### config.mk
export PLATFORM = sky130hd
export DESIGN_NAME = fjs_justifier
export DESIGN_NICKNAME = d
export VERILOG_FILES = /design/src/fjs_justifier.v
export VERILOG_INCLUDE_DIRS = /design/src
export SDC_FILE = /design/constraint.sdc
export NUM_CORES = 1
export LEC_CHECK = 0
export BUFFER_PORTS_ARGS = -buffer_cell sky130_fd_sc_hd__buf_2
export CAP_MARGIN = 40
export CORE_MARGIN = 2
export CORE_UTILIZATION = 45
export DETAILED_ROUTE_END_ITERATION = 6
export PLACE_DENSITY = 0.64
export RECOVER_POWER = 25
export SLEW_MARGIN = 20
export SYNTH_ARGS = -nofsm -noshare
export SYNTH_HDL_FRONTEND = slang
export SYNTH_SLANG_ARGS = --single-unit
### constraint.sdc
create_clock -name CLK_SYS -period 9.4 [get_ports CLK_SYS]
set_input_delay 0.47 -clock CLK_SYS [delete_from_list [all_inputs] [get_ports CLK_SYS]]
set_output_delay 0.47 -clock CLK_SYS [all_outputs]
set_load 0.03 [all_outputs]
### src/fjs_regs.vh
// Register offsets, field positions, reset values and constants of the frequency justifier.
`ifndef FJS_REGS_VH
`define FJS_REGS_VH
`define FJS_OFF_CTRL 8'h00
`define FJS_OFF_OPP 8'h04
`define FJS_OFF_NOM 8'h08
`define FJS_OFF_STEP 8'h0c
`define FJS_OFF_THR_HI 8'h10
`define FJS_OFF_THR_LO 8'h14
`define FJS_OFF_GAP 8'h18
`define FJS_OFF_STATUS 8'h1c
`define FJS_OFF_POS_CNT 8'h20
`define FJS_OFF_NEG_CNT 8'h24
`define FJS_CTRL_MODE 1:0
`define FJS_CTRL_OPP_ALL 2
`define FJS_CTRL_DITHER 3
`define FJS_CTRL_MON 4
`define FJS_MODE_ASYNC 2'h0
`define FJS_MODE_SLOT 2'h1
`define FJS_MODE_OCTET 2'h2
`define FJS_MODE_BIT 2'h3
`define FJS_RST_MODE 2'h0
`define FJS_RST_OPP 8'h00
`define FJS_RST_NOM 16'h0008
`define FJS_RST_STEP 8'h01
`define FJS_RST_THR_HI 16'h0100
`define FJS_RST_THR_LO 16'h0080
`define FJS_RST_GAP 8'h00
`define FJS_SLOT_BITS 16'h0040
`define FJS_FILL_MAX 16'hffff
`define FJS_OCTET_SHIFT 3
`define FJS_RESP_OKAY 2'h0
`define FJS_RESP_SLVERR 2'h2
`endif

### src/fjs_justifier.v
// Source-side frequency justifier for a channel adaptation, with an AXI4-Lite register slave.
//
// The AXI4-Lite interface to the registers and the register addresses were chosen for this implementation.
`timescale 1ns/1ps
`default_nettype none
`include "fjs_regs.vh"

// Behaviour
// - Slot mode justifies in 64 UI steps.
// - Octet mode justifies in 8 UI steps.
// - Bit mode justifies in 1 UI steps.
// - Async modes: only idle when no data.
// - Supervision marker counts as idle slot.
// - Slot opportunities: every slot or restricted.
// - Fast input: data replaces an idle slot.
// - Slow input: idle replaces a data slot.
// - Positive event flags positive justification.
// - Negative event flags negative justification.
// - Separate positive and negative counters.
// - Dither justifications are never counted.
// - Fill level tracks phase, drives decisions.
// - Octet frames carry used octet count.
// - Positive adds whole octets, at least one.
// - Negative removes whole octets, at least one.
// - Idle gap between frames keeps slot rate.
// - Frame opportunities: every frame or restricted.
// - Bit mode uses bit count, never idles.
// - Fast bit mode sends extra bits.
// - Slow bit mode sends fewer bits.
// - Idle marker is a non-data slot word.
module fjs_justifier #(
  parameter CNT_W = 32
) (
  input wire CLK_SYS,
  input wire NRST,
  input wire [7:0] S_AXI_AWADDR,
  input wire S_AXI_AWVALID,
  output wire S_AXI_AWREADY,
  input wire [31:0] S_AXI_WDATA,
  input wire [3:0] S_AXI_WSTRB,
  input wire S_AXI_WVALID,
  output wire S_AXI_WREADY,
  output wire [1:0] S_AXI_BRESP,
  output wire S_AXI_BVALID,
  input wire S_AXI_BREADY,
  input wire [7:0] S_AXI_ARADDR,
  input wire S_AXI_ARVALID,
  output wire S_AXI_ARREADY,
  output wire [31:0] S_AXI_RDATA,
  output wire [1:0] S_AXI_RRESP,
  output wire S_AXI_RVALID,
  input wire S_AXI_RREADY,
  input wire [63:0] CLI_DATA,
  input wire [6:0] CLI_BITS,
  input wire CLI_VALID,
  output wire CLI_READY,
  input wire SLOT_REQ,
  input wire PSM_REQ,
  output reg SLOT_VALID,
  output reg [63:0] SLOT_DATA,
  output reg SLOT_IDLE,
  output reg SLOT_PSM,
  output reg [15:0] FRAME_USED,
  output reg [7:0] FRAME_GAP,
  output reg POS_JUSTIFY_EVENT,
  output reg NEG_JUSTIFY_EVENT
);

  reg [1:0] mode;
  reg opp_all;
  reg dither_en;
  reg mon_en;
  reg [7:0] opp_period;
  reg [15:0] nom_units;
  reg [7:0] step;
  reg [15:0] thr_hi;
  reg [15:0] thr_lo;
  reg [7:0] gap_base;
  reg [15:0] fill;
  reg [CNT_W-1:0] pos_justify_count;
  reg [CNT_W-1:0] neg_justify_count;
  reg [7:0] opp_cnt;
  reg alt;
  reg [2:0] gap_res;
  reg [63:0] cli_word;

  reg aw_held;
  reg [7:0] aw_addr;
  reg w_held;
  reg [31:0] w_data;
  reg [3:0] w_strb;
  reg bvalid;
  reg [1:0] bresp;
  reg rvalid;
  reg [31:0] rdata;
  reg [1:0] rresp;

  // Bus slave: address and data are held independently, so either may arrive first.
  assign S_AXI_AWREADY = !aw_held && !bvalid;
  assign S_AXI_WREADY = !w_held && !bvalid;
  assign S_AXI_BVALID = bvalid;
  assign S_AXI_BRESP = bresp;
  assign S_AXI_ARREADY = !rvalid;
  assign S_AXI_RVALID = rvalid;
  assign S_AXI_RDATA = rdata;
  assign S_AXI_RRESP = rresp;

  wire wr_fire = aw_held && w_held && !bvalid;
  wire rd_fire = S_AXI_ARVALID && !rvalid;

  function [31:0] merge;
    input [31:0] old;
    input [31:0] data;
    input [3:0] strb;
    integer i;
    begin
      merge = old;
      for (i = 0; i < 4; i = i + 1) begin
        if (strb[i])
          merge[i*8 +: 8] = data[i*8 +: 8];
      end
    end
  endfunction

  wire [31:0] ctrl_word = {27'h0, mon_en, dither_en, opp_all, mode};
  wire [31:0] ctrl_new = merge(ctrl_word, w_data, w_strb);
  wire [31:0] opp_new = merge({24'h0, opp_period}, w_data, w_strb);
  wire [31:0] nom_new = merge({16'h0, nom_units}, w_data, w_strb);
  wire [31:0] step_new = merge({24'h0, step}, w_data, w_strb);
  wire [31:0] hi_new = merge({16'h0, thr_hi}, w_data, w_strb);
  wire [31:0] lo_new = merge({16'h0, thr_lo}, w_data, w_strb);
  wire [31:0] gap_new = merge({24'h0, gap_base}, w_data, w_strb);

  reg wr_ok;
  always @* begin
    case (aw_addr)
      `FJS_OFF_CTRL, `FJS_OFF_OPP, `FJS_OFF_NOM, `FJS_OFF_STEP,
      `FJS_OFF_THR_HI, `FJS_OFF_THR_LO, `FJS_OFF_GAP,
      `FJS_OFF_POS_CNT, `FJS_OFF_NEG_CNT: wr_ok = 1'b1;
      default: wr_ok = 1'b0;
    endcase
  end

  // Phase tracking: fill level in bits of client data not yet sent.
  wire hi = fill > thr_hi;
  wire lo = fill < thr_lo;
  wire band = !hi && !lo;
  wire has_word = fill >= `FJS_SLOT_BITS;
  wire opp = opp_all || (opp_cnt == 8'h00);
  wire dith = opp && dither_en && band;

  reg send;
  reg idle;
  reg pos_j;
  reg neg_j;
  reg pos_x;
  reg neg_x;
  reg [15:0] used;
  reg [15:0] out_bits;
  always @* begin
    send = 1'b0;
    idle = 1'b0;
    pos_j = 1'b0;
    neg_j = 1'b0;
    pos_x = 1'b0;
    neg_x = 1'b0;
    used = nom_units;
    case (mode)
      `FJS_MODE_ASYNC: begin
        send = has_word;
        idle = !has_word;
      end
      `FJS_MODE_SLOT: begin
        // Opportunity slots alternate between a nominal idle and a nominal data slot,
        // so both directions of justification have room.
        if (opp && alt) begin
          send = has_word && (hi || dith);
          pos_j = send;
          pos_x = send && hi;
        end else if (opp && (lo || dith)) begin
          send = 1'b0;
          neg_j = 1'b1;
          neg_x = lo;
        end else begin
          send = has_word;
        end
        idle = !send;
      end
      default: begin
        send = 1'b1;
        if (opp && hi) begin
          used = nom_units + {8'h0, step};
          pos_j = 1'b1;
          pos_x = 1'b1;
        end else if (opp && lo) begin
          used = (nom_units > {8'h0, step}) ? nom_units - {8'h0, step} : 16'h0000;
          neg_j = 1'b1;
          neg_x = 1'b1;
        end else if (dith) begin
          // Balanced dither: alternate directions, never counted.
          used = alt ? nom_units + {8'h0, step} : nom_units - {8'h0, step};
          pos_j = alt;
          neg_j = !alt;
        end
      end
    endcase
    if (!mode[1])
      out_bits = send ? `FJS_SLOT_BITS : 16'h0000;
    else if (mode == `FJS_MODE_OCTET)
      out_bits = used << `FJS_OCTET_SHIFT;
    else
      out_bits = used;
  end

  // Octet mode: length change of a frame is absorbed by the idle gap after it.
  wire signed [18:0] gsum = $signed({16'h0, gap_res}) + $signed({3'h0, nom_units})
    - $signed({3'h0, used});
  wire signed [18:0] gap_s = $signed({11'h0, gap_base}) + (gsum >>> `FJS_OCTET_SHIFT);
  reg [7:0] gap_out;
  always @* begin
    if (mode != `FJS_MODE_OCTET)
      gap_out = 8'h00;
    else if (gap_s < 0)
      gap_out = 8'h00;
    else if (gap_s > 19'sd255)
      gap_out = 8'hff;
    else
      gap_out = gap_s[7:0];
  end

  // Fill update clips only at the bottom; an underflow means the client ran dry and is clipped at zero.
  assign CLI_READY = fill <= (`FJS_FILL_MAX - `FJS_SLOT_BITS);
  wire take = CLI_VALID && CLI_READY;
  wire signed [17:0] fsum = $signed({2'h0, fill}) + $signed({11'h0, take ? CLI_BITS : 7'h00})
    - $signed({2'h0, SLOT_REQ ? out_bits : 16'h0000});
  wire [15:0] next_fill = (fsum < 0) ? 16'h0000 : fsum[15:0];

  wire count_on = mon_en && (mode != `FJS_MODE_ASYNC);
  wire pos_cnt_inc = SLOT_REQ && pos_x && count_on;
  wire neg_cnt_inc = SLOT_REQ && neg_x && count_on;
  wire pos_clr = wr_fire && (aw_addr == `FJS_OFF_POS_CNT);
  wire neg_clr = wr_fire && (aw_addr == `FJS_OFF_NEG_CNT);

  always @(posedge CLK_SYS) begin
    if (!NRST) begin
      mode <= `FJS_RST_MODE;
      opp_all <= 1'b0;
      dither_en <= 1'b0;
      mon_en <= 1'b0;
      opp_period <= `FJS_RST_OPP;
      nom_units <= `FJS_RST_NOM;
      step <= `FJS_RST_STEP;
      thr_hi <= `FJS_RST_THR_HI;
      thr_lo <= `FJS_RST_THR_LO;
      gap_base <= `FJS_RST_GAP;
      aw_held <= 1'b0;
      aw_addr <= 8'h00;
      w_held <= 1'b0;
      w_data <= 32'h0;
      w_strb <= 4'h0;
      bvalid <= 1'b0;
      bresp <= `FJS_RESP_OKAY;
      rvalid <= 1'b0;
      rdata <= 32'h0;
      rresp <= `FJS_RESP_OKAY;
    end else begin
      if (S_AXI_AWVALID && S_AXI_AWREADY) begin
        aw_held <= 1'b1;
        aw_addr <= {S_AXI_AWADDR[7:2], 2'h0};
      end
      if (S_AXI_WVALID && S_AXI_WREADY) begin
        w_held <= 1'b1;
        w_data <= S_AXI_WDATA;
        w_strb <= S_AXI_WSTRB;
      end
      if (wr_fire) begin
        aw_held <= 1'b0;
        w_held <= 1'b0;
        bvalid <= 1'b1;
        bresp <= wr_ok ? `FJS_RESP_OKAY : `FJS_RESP_SLVERR;
        case (aw_addr)
          `FJS_OFF_CTRL: begin
            mode <= ctrl_new[`FJS_CTRL_MODE];
            opp_all <= ctrl_new[`FJS_CTRL_OPP_ALL];
            dither_en <= ctrl_new[`FJS_CTRL_DITHER];
            mon_en <= ctrl_new[`FJS_CTRL_MON];
          end
          `FJS_OFF_OPP: opp_period <= opp_new[7:0];
          `FJS_OFF_NOM: nom_units <= nom_new[15:0];
          `FJS_OFF_STEP: step <= (step_new[7:0] == 8'h00) ? 8'h01 : step_new[7:0];
          `FJS_OFF_THR_HI: thr_hi <= hi_new[15:0];
          `FJS_OFF_THR_LO: thr_lo <= lo_new[15:0];
          `FJS_OFF_GAP: gap_base <= gap_new[7:0];
          default: begin
          end
        endcase
      end else if (bvalid && S_AXI_BREADY) begin
        bvalid <= 1'b0;
      end
      if (rd_fire) begin
        rvalid <= 1'b1;
        rresp <= `FJS_RESP_OKAY;
        case ({S_AXI_ARADDR[7:2], 2'h0})
          `FJS_OFF_CTRL: rdata <= ctrl_word;
          `FJS_OFF_OPP: rdata <= {24'h0, opp_period};
          `FJS_OFF_NOM: rdata <= {16'h0, nom_units};
          `FJS_OFF_STEP: rdata <= {24'h0, step};
          `FJS_OFF_THR_HI: rdata <= {16'h0, thr_hi};
          `FJS_OFF_THR_LO: rdata <= {16'h0, thr_lo};
          `FJS_OFF_GAP: rdata <= {24'h0, gap_base};
          `FJS_OFF_STATUS: rdata <= {13'h0, alt, lo, hi, fill};
          `FJS_OFF_POS_CNT: rdata <= pos_justify_count;
          `FJS_OFF_NEG_CNT: rdata <= neg_justify_count;
          default: begin
            rdata <= 32'h0;
            rresp <= `FJS_RESP_SLVERR;
          end
        endcase
      end else if (rvalid && S_AXI_RREADY) begin
        rvalid <= 1'b0;
      end
    end
  end

  // Counters: a write clears, but an event in the same cycle still counts.
  always @(posedge CLK_SYS) begin
    if (!NRST) begin
      pos_justify_count <= {CNT_W{1'b0}};
      neg_justify_count <= {CNT_W{1'b0}};
    end else begin
      if (pos_clr)
        pos_justify_count <= {{(CNT_W-1){1'b0}}, pos_cnt_inc};
      else if (pos_cnt_inc)
        pos_justify_count <= pos_justify_count + 1'b1;
      if (neg_clr)
        neg_justify_count <= {{(CNT_W-1){1'b0}}, neg_cnt_inc};
      else if (neg_cnt_inc)
        neg_justify_count <= neg_justify_count + 1'b1;
    end
  end

  always @(posedge CLK_SYS) begin
    if (!NRST) begin
      fill <= 16'h0000;
      cli_word <= 64'h0;
      opp_cnt <= 8'h00;
      alt <= 1'b0;
      gap_res <= 3'h0;
      SLOT_VALID <= 1'b0;
      SLOT_DATA <= 64'h0;
      SLOT_IDLE <= 1'b0;
      SLOT_PSM <= 1'b0;
      FRAME_USED <= 16'h0000;
      FRAME_GAP <= 8'h00;
      POS_JUSTIFY_EVENT <= 1'b0;
      NEG_JUSTIFY_EVENT <= 1'b0;
    end else begin
      fill <= next_fill;
      if (take)
        cli_word <= CLI_DATA;
      SLOT_VALID <= SLOT_REQ;
      POS_JUSTIFY_EVENT <= SLOT_REQ && pos_j;
      NEG_JUSTIFY_EVENT <= SLOT_REQ && neg_j;
      if (SLOT_REQ) begin
        opp_cnt <= (opp_cnt >= opp_period) ? 8'h00 : opp_cnt + 8'h01;
        if (opp && mode != `FJS_MODE_ASYNC)
          alt <= !alt;
        SLOT_DATA <= send ? cli_word : 64'h0;
        SLOT_IDLE <= idle && !mode[1];
        SLOT_PSM <= idle && !mode[1] && PSM_REQ;
        FRAME_USED <= mode[1] ? used : 16'h0000;
        FRAME_GAP <= gap_out;
        if (mode == `FJS_MODE_OCTET)
          gap_res <= gsum[2:0];
      end
    end
  end

endmodule
`default_nettype wire

==> results of run 1 <==
## cell usage after synthesis, drive strengths merged, types with 41 or more instances
master    n
nand3    48
nand2   310
dfxtp   388
nor2    271
o21ai    75
nor3     50
a22o     73
mux2i    91
clkbuf  114
inv     130
a21oi   198
ha      123
xor2     41
## routing by layer
metal  part of all wire  wire length [um]  track usage
met5                  0                 0            0
met3              0.070              4630       0.0444
met4              0.041              2700        0.117
met2               0.45             30000        0.444
met1               0.44             28800        0.355
## how the worst min path moves through the flow
stage,from,end,cells after the start
2_1_floorplan,cli_word[0]$_SDFFE_PN0P_,cli_word[0]$_SDFFE_PN0P_,2
3_3_place_gp,SLOT_PSM$_SDFFE_PN0P_,SLOT_PSM$_SDFFE_PN0P_,2
3_5_place_dp,cli_word[36]$_SDFFE_PN0P_,cli_word[36]$_SDFFE_PN0P_,2
4_1_cts,S_AXI_RREADY,S_AXI_RVALID$_SDFFE_PN0P_,2
5_1_grt,S_AXI_RREADY,S_AXI_RVALID$_SDFFE_PN0P_,2
6_report,S_AXI_RREADY,S_AXI_RVALID$_SDFFE_PN0P_,2
## power breakdown
| part | total, mW | switching (mW) | internal [mW] |
|---|---|---|---|
| clock | 1.74 | 0.695 | 1.04 |
| combinational | 1.12 | 0.740 | 0.380 |
| sequential | 1.79 | 0.0849 | 1.71 |
## sequential cells by signal, summed over array words and instances, names as in the netlist, 2 cells and up
| register | cells |
|---|---|
| SLOT_DATA | 64 |
| cli_word | 64 |
| S_AXI_RDATA | 32 |
| neg_justify_count | 32 |
| pos_justify_count | 32 |
| FRAME_USED | 16 |
| fill | 16 |
| nom_units | 16 |
| thr_hi | 16 |
| thr_lo | 16 |
| w_data | 16 |
| FRAME_GAP | 8 |
| gap_base | 8 |
| opp_cnt | 8 |
| opp_period | 8 |
| step | 8 |
| aw_addr | 6 |
| gap_res | 3 |
| mode | 2 |
| w_strb | 2 |
## cells in the final DEF, fill, tap and decap left out, drive strengths merged, types with 8 or more instances in the layout
master / count
o211ai: 25
nor2: 271
clkbuf: 174
a211oi: 20
o22ai: 8
nand4: 35
or3: 29
nor2b: 10
a22o: 73
dfxtp: 388
a222oi: 19
or2: 8
a22oi: 33
mux2i: 91
and3: 33
nand3: 48
o21ai: 75
xor2: 41
xnor2: 40
nand2: 310
a31oi: 28
a21o: 27
buf: 172
inv: 130
a32oi: 10
nand2b: 14
ha: 123
and2: 11
fa: 15
a21oi: 198
nor4: 14
a221oi: 13
o21a: 14
nor3: 50
## per-stage QoR
stage / hold slack, ns / instance area [um2] / setup WS [ns] / instances
floorplan: 0.436 / 20500 / 3.33 / 2449
global placement: 0.432 / 22100 / 1.82 / 3178
detailed placement: 0.446 / 22300 / 1.91 / 3192
CTS: 0.0643 / 23700 / 1.85 / 3266
global route: 0.0815 / 23600 / 1.17 / 3273
finish: 0.0871 / 23600 / 1.59 / 3275
## final cells by class
type	count	share of cell area
antenna	6	0.000636
clock buffer	65	0.0556
clock inverter	9	0.00588
inverter	130	0.0207
multi-input combinational	1796	0.497
sequential	388	0.329
tap	600	0.0318
timing repair buffer	281	0.0599
## cells by family (layout without fill, tap and decap cells)
kind of cell,Yosys count,count (layout),synth area share
and+or+nand+nor,862,862,0.192
xor gates and xnor gates,81,81,0.0346
other,1,8,0.000183
muxes,95,95,0.0467
buffers and inverters,265,485,0.0507
AOI/OAI and AO/OA,618,618,0.207
adders and majority gates,138,138,0.0898
DFF,388,388,0.379
## worst reg2reg max path, stage by stage, from the launching register on
cell and delay, ns:
dfxtp_1 0.59, ha_1 0.36, a22oi_1 0.18, o211ai_1 0.11, a31oi_1 0.49, and3_1 0.64
a2bb2oi_2 0.61, nor3_1 0.11, a21o_1 0.30, o21a_1 0.22, fa_1 0.49, ha_1 0.34
a211oi_1 0.39, o21ai_0 0.25, a21o_1 0.23, a21oi_1 0.17, xnor2_1 0.16, ha_1 0.29
o21ai_0 0.16, a21oi_1 0.08, o41ai_1 0.55, a21oi_1 0.16, o22ai_1 0.55, a32oi_1 0.21
==> impl_metrics.py, run 1 <==
metrics = {
    "synth": {
        "synth_top_area_frac": 0.379,
        "synth_edf_count": 0,
        "ys_types": 90,
        "ys_warn_count": 0,
        "ys_seq_elements": 388,
        "async_reset_ff_frac": 0,
        "avgSynthCellArea_um2": 8.37,
        "ys_seq_area_frac": 0.379,
        "syn_inst": 2448,
        "synth_top_area_cell": "dfxtp_1",
        "synth_area_um2": 20500,
        "synth_area_leaders": "dfxtp_1, ha_1, nand2_1, nor2_1, a21oi_1",
        "synth_flop_cell": "dfxtp_1",
    },
    "outcome": {
        "outcome": "finished with violations",
        "failed_checks": "DRC, capacitance limit, slew limit",
    },
    "worst_setup_path": {
        "crit_buf_inv": 0,
        "r2r-end": "FRAME_GAP[3]$_SDFFE_PN0P_",
        "worstSetupStartpoint": "fill[13]$_SDFF_PP0_",
        "end_kind": "flop",
        "crit_required_ns": 9.81,
        "path_cells": "ha_1 -> a22oi_1 -> o211ai_1 -> a31oi_1 -> and3_1 -> a2bb2oi_2 -> nor3_1 -> a21o_1 -> o21a_1 -> fa_1 -> ha_1 -> a211oi_1 -> o21ai_0 -> a21o_1 -> a21oi_1 -> xnor2_1 -> ha_1 -> o21ai_0 -> a21oi_1 -> o41ai_1 -> a21oi_1 -> o22ai_1 -> a32oi_1",
        "path_depth": 23,
        "rrSetupSlack_ns": 1.59,
        "arrival_ns": 8.21,
        "crit_type": "flop to flop",
        "slowest_stage": "and3_1",
        "cpPeakStageDelay_ns": 0.64,
        "reg2reg_from": "fill[13]$_SDFF_PP0_",
        "cp_max_fo": 11,
        "worstRegToRegCells": 23,
        "crit_family": "compound AO/OA/AOI/OAI gates",
        "cp-start-kind": "flop",
        "setup.worst_path.end": "FRAME_GAP[3]$_SDFFE_PN0P_",
    },
    "clock_network": {
        "root_buffer": "clkbuf_16",
        "htree_levels": 2,
        "postCtsSetupBuffers": 0,
        "cts_buffers": 44,
        "cts.clk_slew.worst_paths_ns": 0.06,
        "insertion_delay_ns": 0.58,
        "cts_resized": 0,
        "cts_tree": "done",
        "clockBufferDepth": 3,
        "cts_hold_buf": 0,
        "cts_sinks": 388,
    },
    "global_routing": {
        "grt.overflow.total": 0,
        "grt_start_max_net_pins": 72,
        "gr-usage-all-layers": 0.272,
        "antenna_found_initial": 6,
        "grt_pass1_wl_mm": 102,
        "grt_pass1_vias": 18066,
    },
    "sta": {
        "hold_viol_final": 0,
        "max_slew.worst_pin.slew_ns": 2.99,
        "fmax_mhz": 128,
        "finalSetupViolations": 0,
        "fin_skew_ns": 0.0196,
        "max_slew_margin": -0.992,
        "fin_crit_sh": 0.830,
        "period_needed_ns": 7.81,
        "slew_violations": 94,
        "rsz0062_at_grt": "no",
        "fin_setup_tns_ns": 0,
    },
    "floorplan": {
        "die_area_um2": 47300,
        "initial_core_util": 0.453,
        "die_w_um": 217,
        "rows": 78,
        "core_area_um2": 45200,
        "fp.dieH_um": 217,
        "num_io_pins": 268,
    },
    "drt": {
        "routed-via-count": 19194,
        "detail_route.wl_per_cell_um": 20.2,
        "viasPerCell": 5.86,
        "routed_wirelength_mm": 66.1,
        "drc": 2,
        "drtIter0Drc": 1890,
        "first_pass_iters": 7,
        "antenna_left": 0,
    },
    "final_layout": {
        "regArea_um2": 7770,
        "drive_gt1_frac": 0.104,
        "area_growth_pct": 15.2,
        "multiInputGateArea_um2": 11700,
        "finalCoreUtilization": 0.523,
        "nets": 2912,
        "fillers": 4309,
    },
    "placement": {
        "gp_congestion": 0.969,
        "place_hpwl_mm": 48.3,
        "place.port_buffers": 243,
    },
    "power": {
        "p_leak_nw": 9.30,
        "power_density_nw_per_um2": 197,
        "p_total_mw": 4.65,
        "max-vdd-ir-drop_mv": 0.152,
    },
    "flow_run": {
        "drv_cap": 2,
    },
    "worst_hold_path": {
        "hp-class": "primary input to flop",
    },
}
Note: power is estimated with default switching activity, not from simulation.
==> run 2, diff against run 1 <==
clock period = 7.4 ns   (was 9.4 ns; I/O delays follow)
==> run 2 against run 1 <==
The flow still finishes with violations (DRC, capacitance limit, slew limit). Worst setup slack got worse by 1.1 ns. Clock power increased by 27%. Critical path depth is 4 higher. Via count grew 0.43%. Routed wire length up 1.0%. Critical path type unchanged.
==> impl_metrics.py, run 2 (synthesis results as in run 1) <==
metrics = {
    "drt": {
        "top_layer_used": "met5",
        "first_pass_iters": 7,
        "drtIter0Drc": 1890,
        "routed_wirelength_mm": 66.8,
        "detail_route.wl_per_cell_um": 20.3,
        "routed-via-count": 19276,
        "antenna_left": 0,
        "route.met3.wl_mm": 4.58,
        "drt-met1-wl_mm": 29.0,
        "viasPerCell": 5.85,
        "drc": 2,
        "route.met2.wl_mm": 30.7,
    },
    "power": {
        "power_density_nw_per_um2": 252,
        "max-vdd-ir-drop_mv": 0.187,
        "p_leak_nw": 9.38,
    },
    "worst_setup_path": {
        "worstRegToRegCells": 27,
        "cp-start-kind": "flop",
        "reg2reg_from": "fill[14]$_SDFF_PP0_",
        "rrSetupSlack_ns": 0.50,
        "cpPeakStageDelay_ns": 0.55,
        "crit_required_ns": 7.82,
        "end_kind": "flop",
        "cp_max_fo": 8,
        "arrival_ns": 7.32,
        "r2r-end": "FRAME_GAP[3]$_SDFFE_PN0P_",
        "crit_buf_inv": 3,
        "crit_family": "simple AND/OR/NAND/NOR gates",
        "crit_type": "flop to flop",
        "path_common_cell": "ha_1",
        "slowest_stage": "or4b_4",
    },
    "global_routing": {
        "grt_start_max_net_pins": 183,
        "antenna_found_initial": 4,
        "grt_pass1_vias": 18464,
        "grt.overflow.total": 0,
        "grt_pass1_wl_mm": 104,
        "gr-usage-all-layers": 0.276,
    },
    "placement": {
        "place_hpwl_mm": 49.4,
        "dpl.cell_count": 3207,
        "gp_congestion": 0.999,
        "place.port_buffers": 243,
    },
    "sta": {
        "hold_viol_final": 0,
        "max_slew_margin": -1.68,
        "period_needed_ns": 6.90,
        "rsz0062_at_grt": "no",
        "max_slew.worst_pin.slew_ns": 4.03,
        "fin_setup_tns_ns": 0,
        "finalSetupViolations": 0,
        "fin_crit_sh": 0.932,
        "fin_skew_ns": 0.0260,
        "slew_violations": 183,
        "whs_ns": 0.0336,
        "fmax_mhz": 145,
    },
    "floorplan": {
        "initial_core_util": 0.453,
        "core_area_um2": 45200,
        "fp.dieH_um": 217,
        "die_w_um": 217,
        "die_area_um2": 47300,
        "num_io_pins": 268,
        "rows": 78,
    },
    "clock_network": {
        "insertion_delay_ns": 0.57,
        "root_buffer": "clkbuf_16",
        "cts.clk_slew.worst_paths_ns": 0.06,
        "cts_buffers": 44,
        "cts_tree": "done",
        "postCtsSetupBuffers": 0,
        "clockBufferDepth": 3,
        "cts_sinks": 388,
        "htree_levels": 2,
    },
    "final_layout": {
        "nets": 2931,
        "reg_top3": "SLOT_DATA: 64 flops, cli_word: 64 flops",
        "mostFrequentLayoutCells": "dfxtp_1, nand2_1, nor2_1",
        "area_growth_pct": 16.1,
        "post_layout_nonfiller_instances": 3294,
        "drive_gt1_frac": 0.111,
        "final_common_cell": "dfxtp_1",
    },
    "flow_run": {
        "drv_cap": 1,
    },
    "outcome": {
        "failed_checks": "DRC, capacitance limit, slew limit",
        "outcome": "finished with violations",
    },
    "worst_hold_path": {
        "min_from": "S_AXI_WDATA[2]",
        "whs_endpoint": "w_data[2]$_SDFFE_PN0P_",
        "hp-class": "primary input to flop",
        "worstHoldPathCells": 3,
    },
}
run 2: changes by cell type in the layout (fill, tap and decap cells not counted), moves of 2 or more:
cell | previous run | this run
buf_16 | 3 | 1
buf_2 | 145 | 136
buf_4 | 22 | 46
clkbuf_8 | 9 | 12
clkinvlp_4 | 0 | 3
diode_2 | 6 | 3
run 2: timing repair:
action / 4_1_cts / 5_1_grt
endpoints found under the hold margin: 1 / 0
hold buffers: 1 / 0
resized for setup: 0 / 3
setup endpoints to repair: 0 / 8
run 2: area by class of cell:
type | count | area (um2)
well taps | 600 | 751
diodes | 3 | 7.51
fillers | 4303 | 21400
multi-input cells | 1796 | 11700
inverters | 130 | 489
flip-flops and latches | 388 | 7770
clock buffers | 66 | 1350
clock inverters | 11 | 128
repair buffers | 300 | 1550
run 2: per-layer routing:
layer  track usage  up-vias
met1         0.359     9311
met2         0.457      673
met5             0        -
met3        0.0482      138
li1              -     9152
met4         0.109        2
run 2: worst max path at each step:
stage	startpoint	to	slack (ns)	cells past startpoint
after detailed placement	nom_units[0]$_SDFFE_PN0P_	FRAME_GAP[3]$_SDFFE_PN0P_	0.46	30
after global routing	nom_units[0]$_SDFFE_PN0P_	FRAME_GAP[1]$_SDFFE_PN0P_	0.03	31
after global placement	nom_units[0]$_SDFFE_PN0P_	FRAME_GAP[1]$_SDFFE_PN0P_	0.58	30
after floorplan	nom_units[0]$_SDFFE_PN0P_	FRAME_GAP[0]$_SDFFE_PN0P_	1.33	28
after CTS	nom_units[0]$_SDFFE_PN0P_	FRAME_GAP[3]$_SDFFE_PN0P_	0.44	30
final	fill[14]$_SDFF_PP0_	FRAME_GAP[3]$_SDFFE_PN0P_	0.50	27
run 2: worst register-to-register path, cell delays in order (launching register included):
cell,delay [ns]
dfxtp_1,0.39
ha_1,0.37
nand4_1,0.12
nor3_2,0.34
or4b_4,0.55
nand4_1,0.26
nand3_1,0.32
a221o_1,0.40
a31o_2,0.24
a21boi_0,0.13
ha_1,0.33
inv_1,0.04
ha_1,0.20
fa_1,0.44
a21o_1,0.20
a21oi_1,0.17
xnor2_1,0.22
inv_1,0.11
fa_1,0.45
nor2b_1,0.12
o21ai_0,0.11
a21oi_1,0.21
o41ai_1,0.09
buf_4,0.15
nor3_1,0.19
nand3_1,0.15
o21ai_4,0.28
a32oi_1,0.16
run 2: through the flow:
| stage | total power [mW] | setup slack [ns] | cell area [um2] | utilization |
|---|---|---|---|---|
| floorplan | 3.28 | 1.33 | 20500 | - |
| global placement | 3.74 | 0.577 | 22300 | 0.493 |
| detailed placement | 3.77 | 0.461 | 22400 | 0.496 |
| CTS | 5.98 | 0.437 | 23900 | 0.528 |
| global route | 6.25 | 0.0306 | 23800 | 0.526 |
| finish | 5.99 | 0.502 | 23800 | 0.526 |
run 2: power breakdown:
group / internal, mW / switching (mW) / leakage, nW
Combinational: 0.530 / 0.982 / 5.52
Sequential: 2.17 / 0.0888 / 3.15
Clock: 1.32 / 0.891 / 0.718
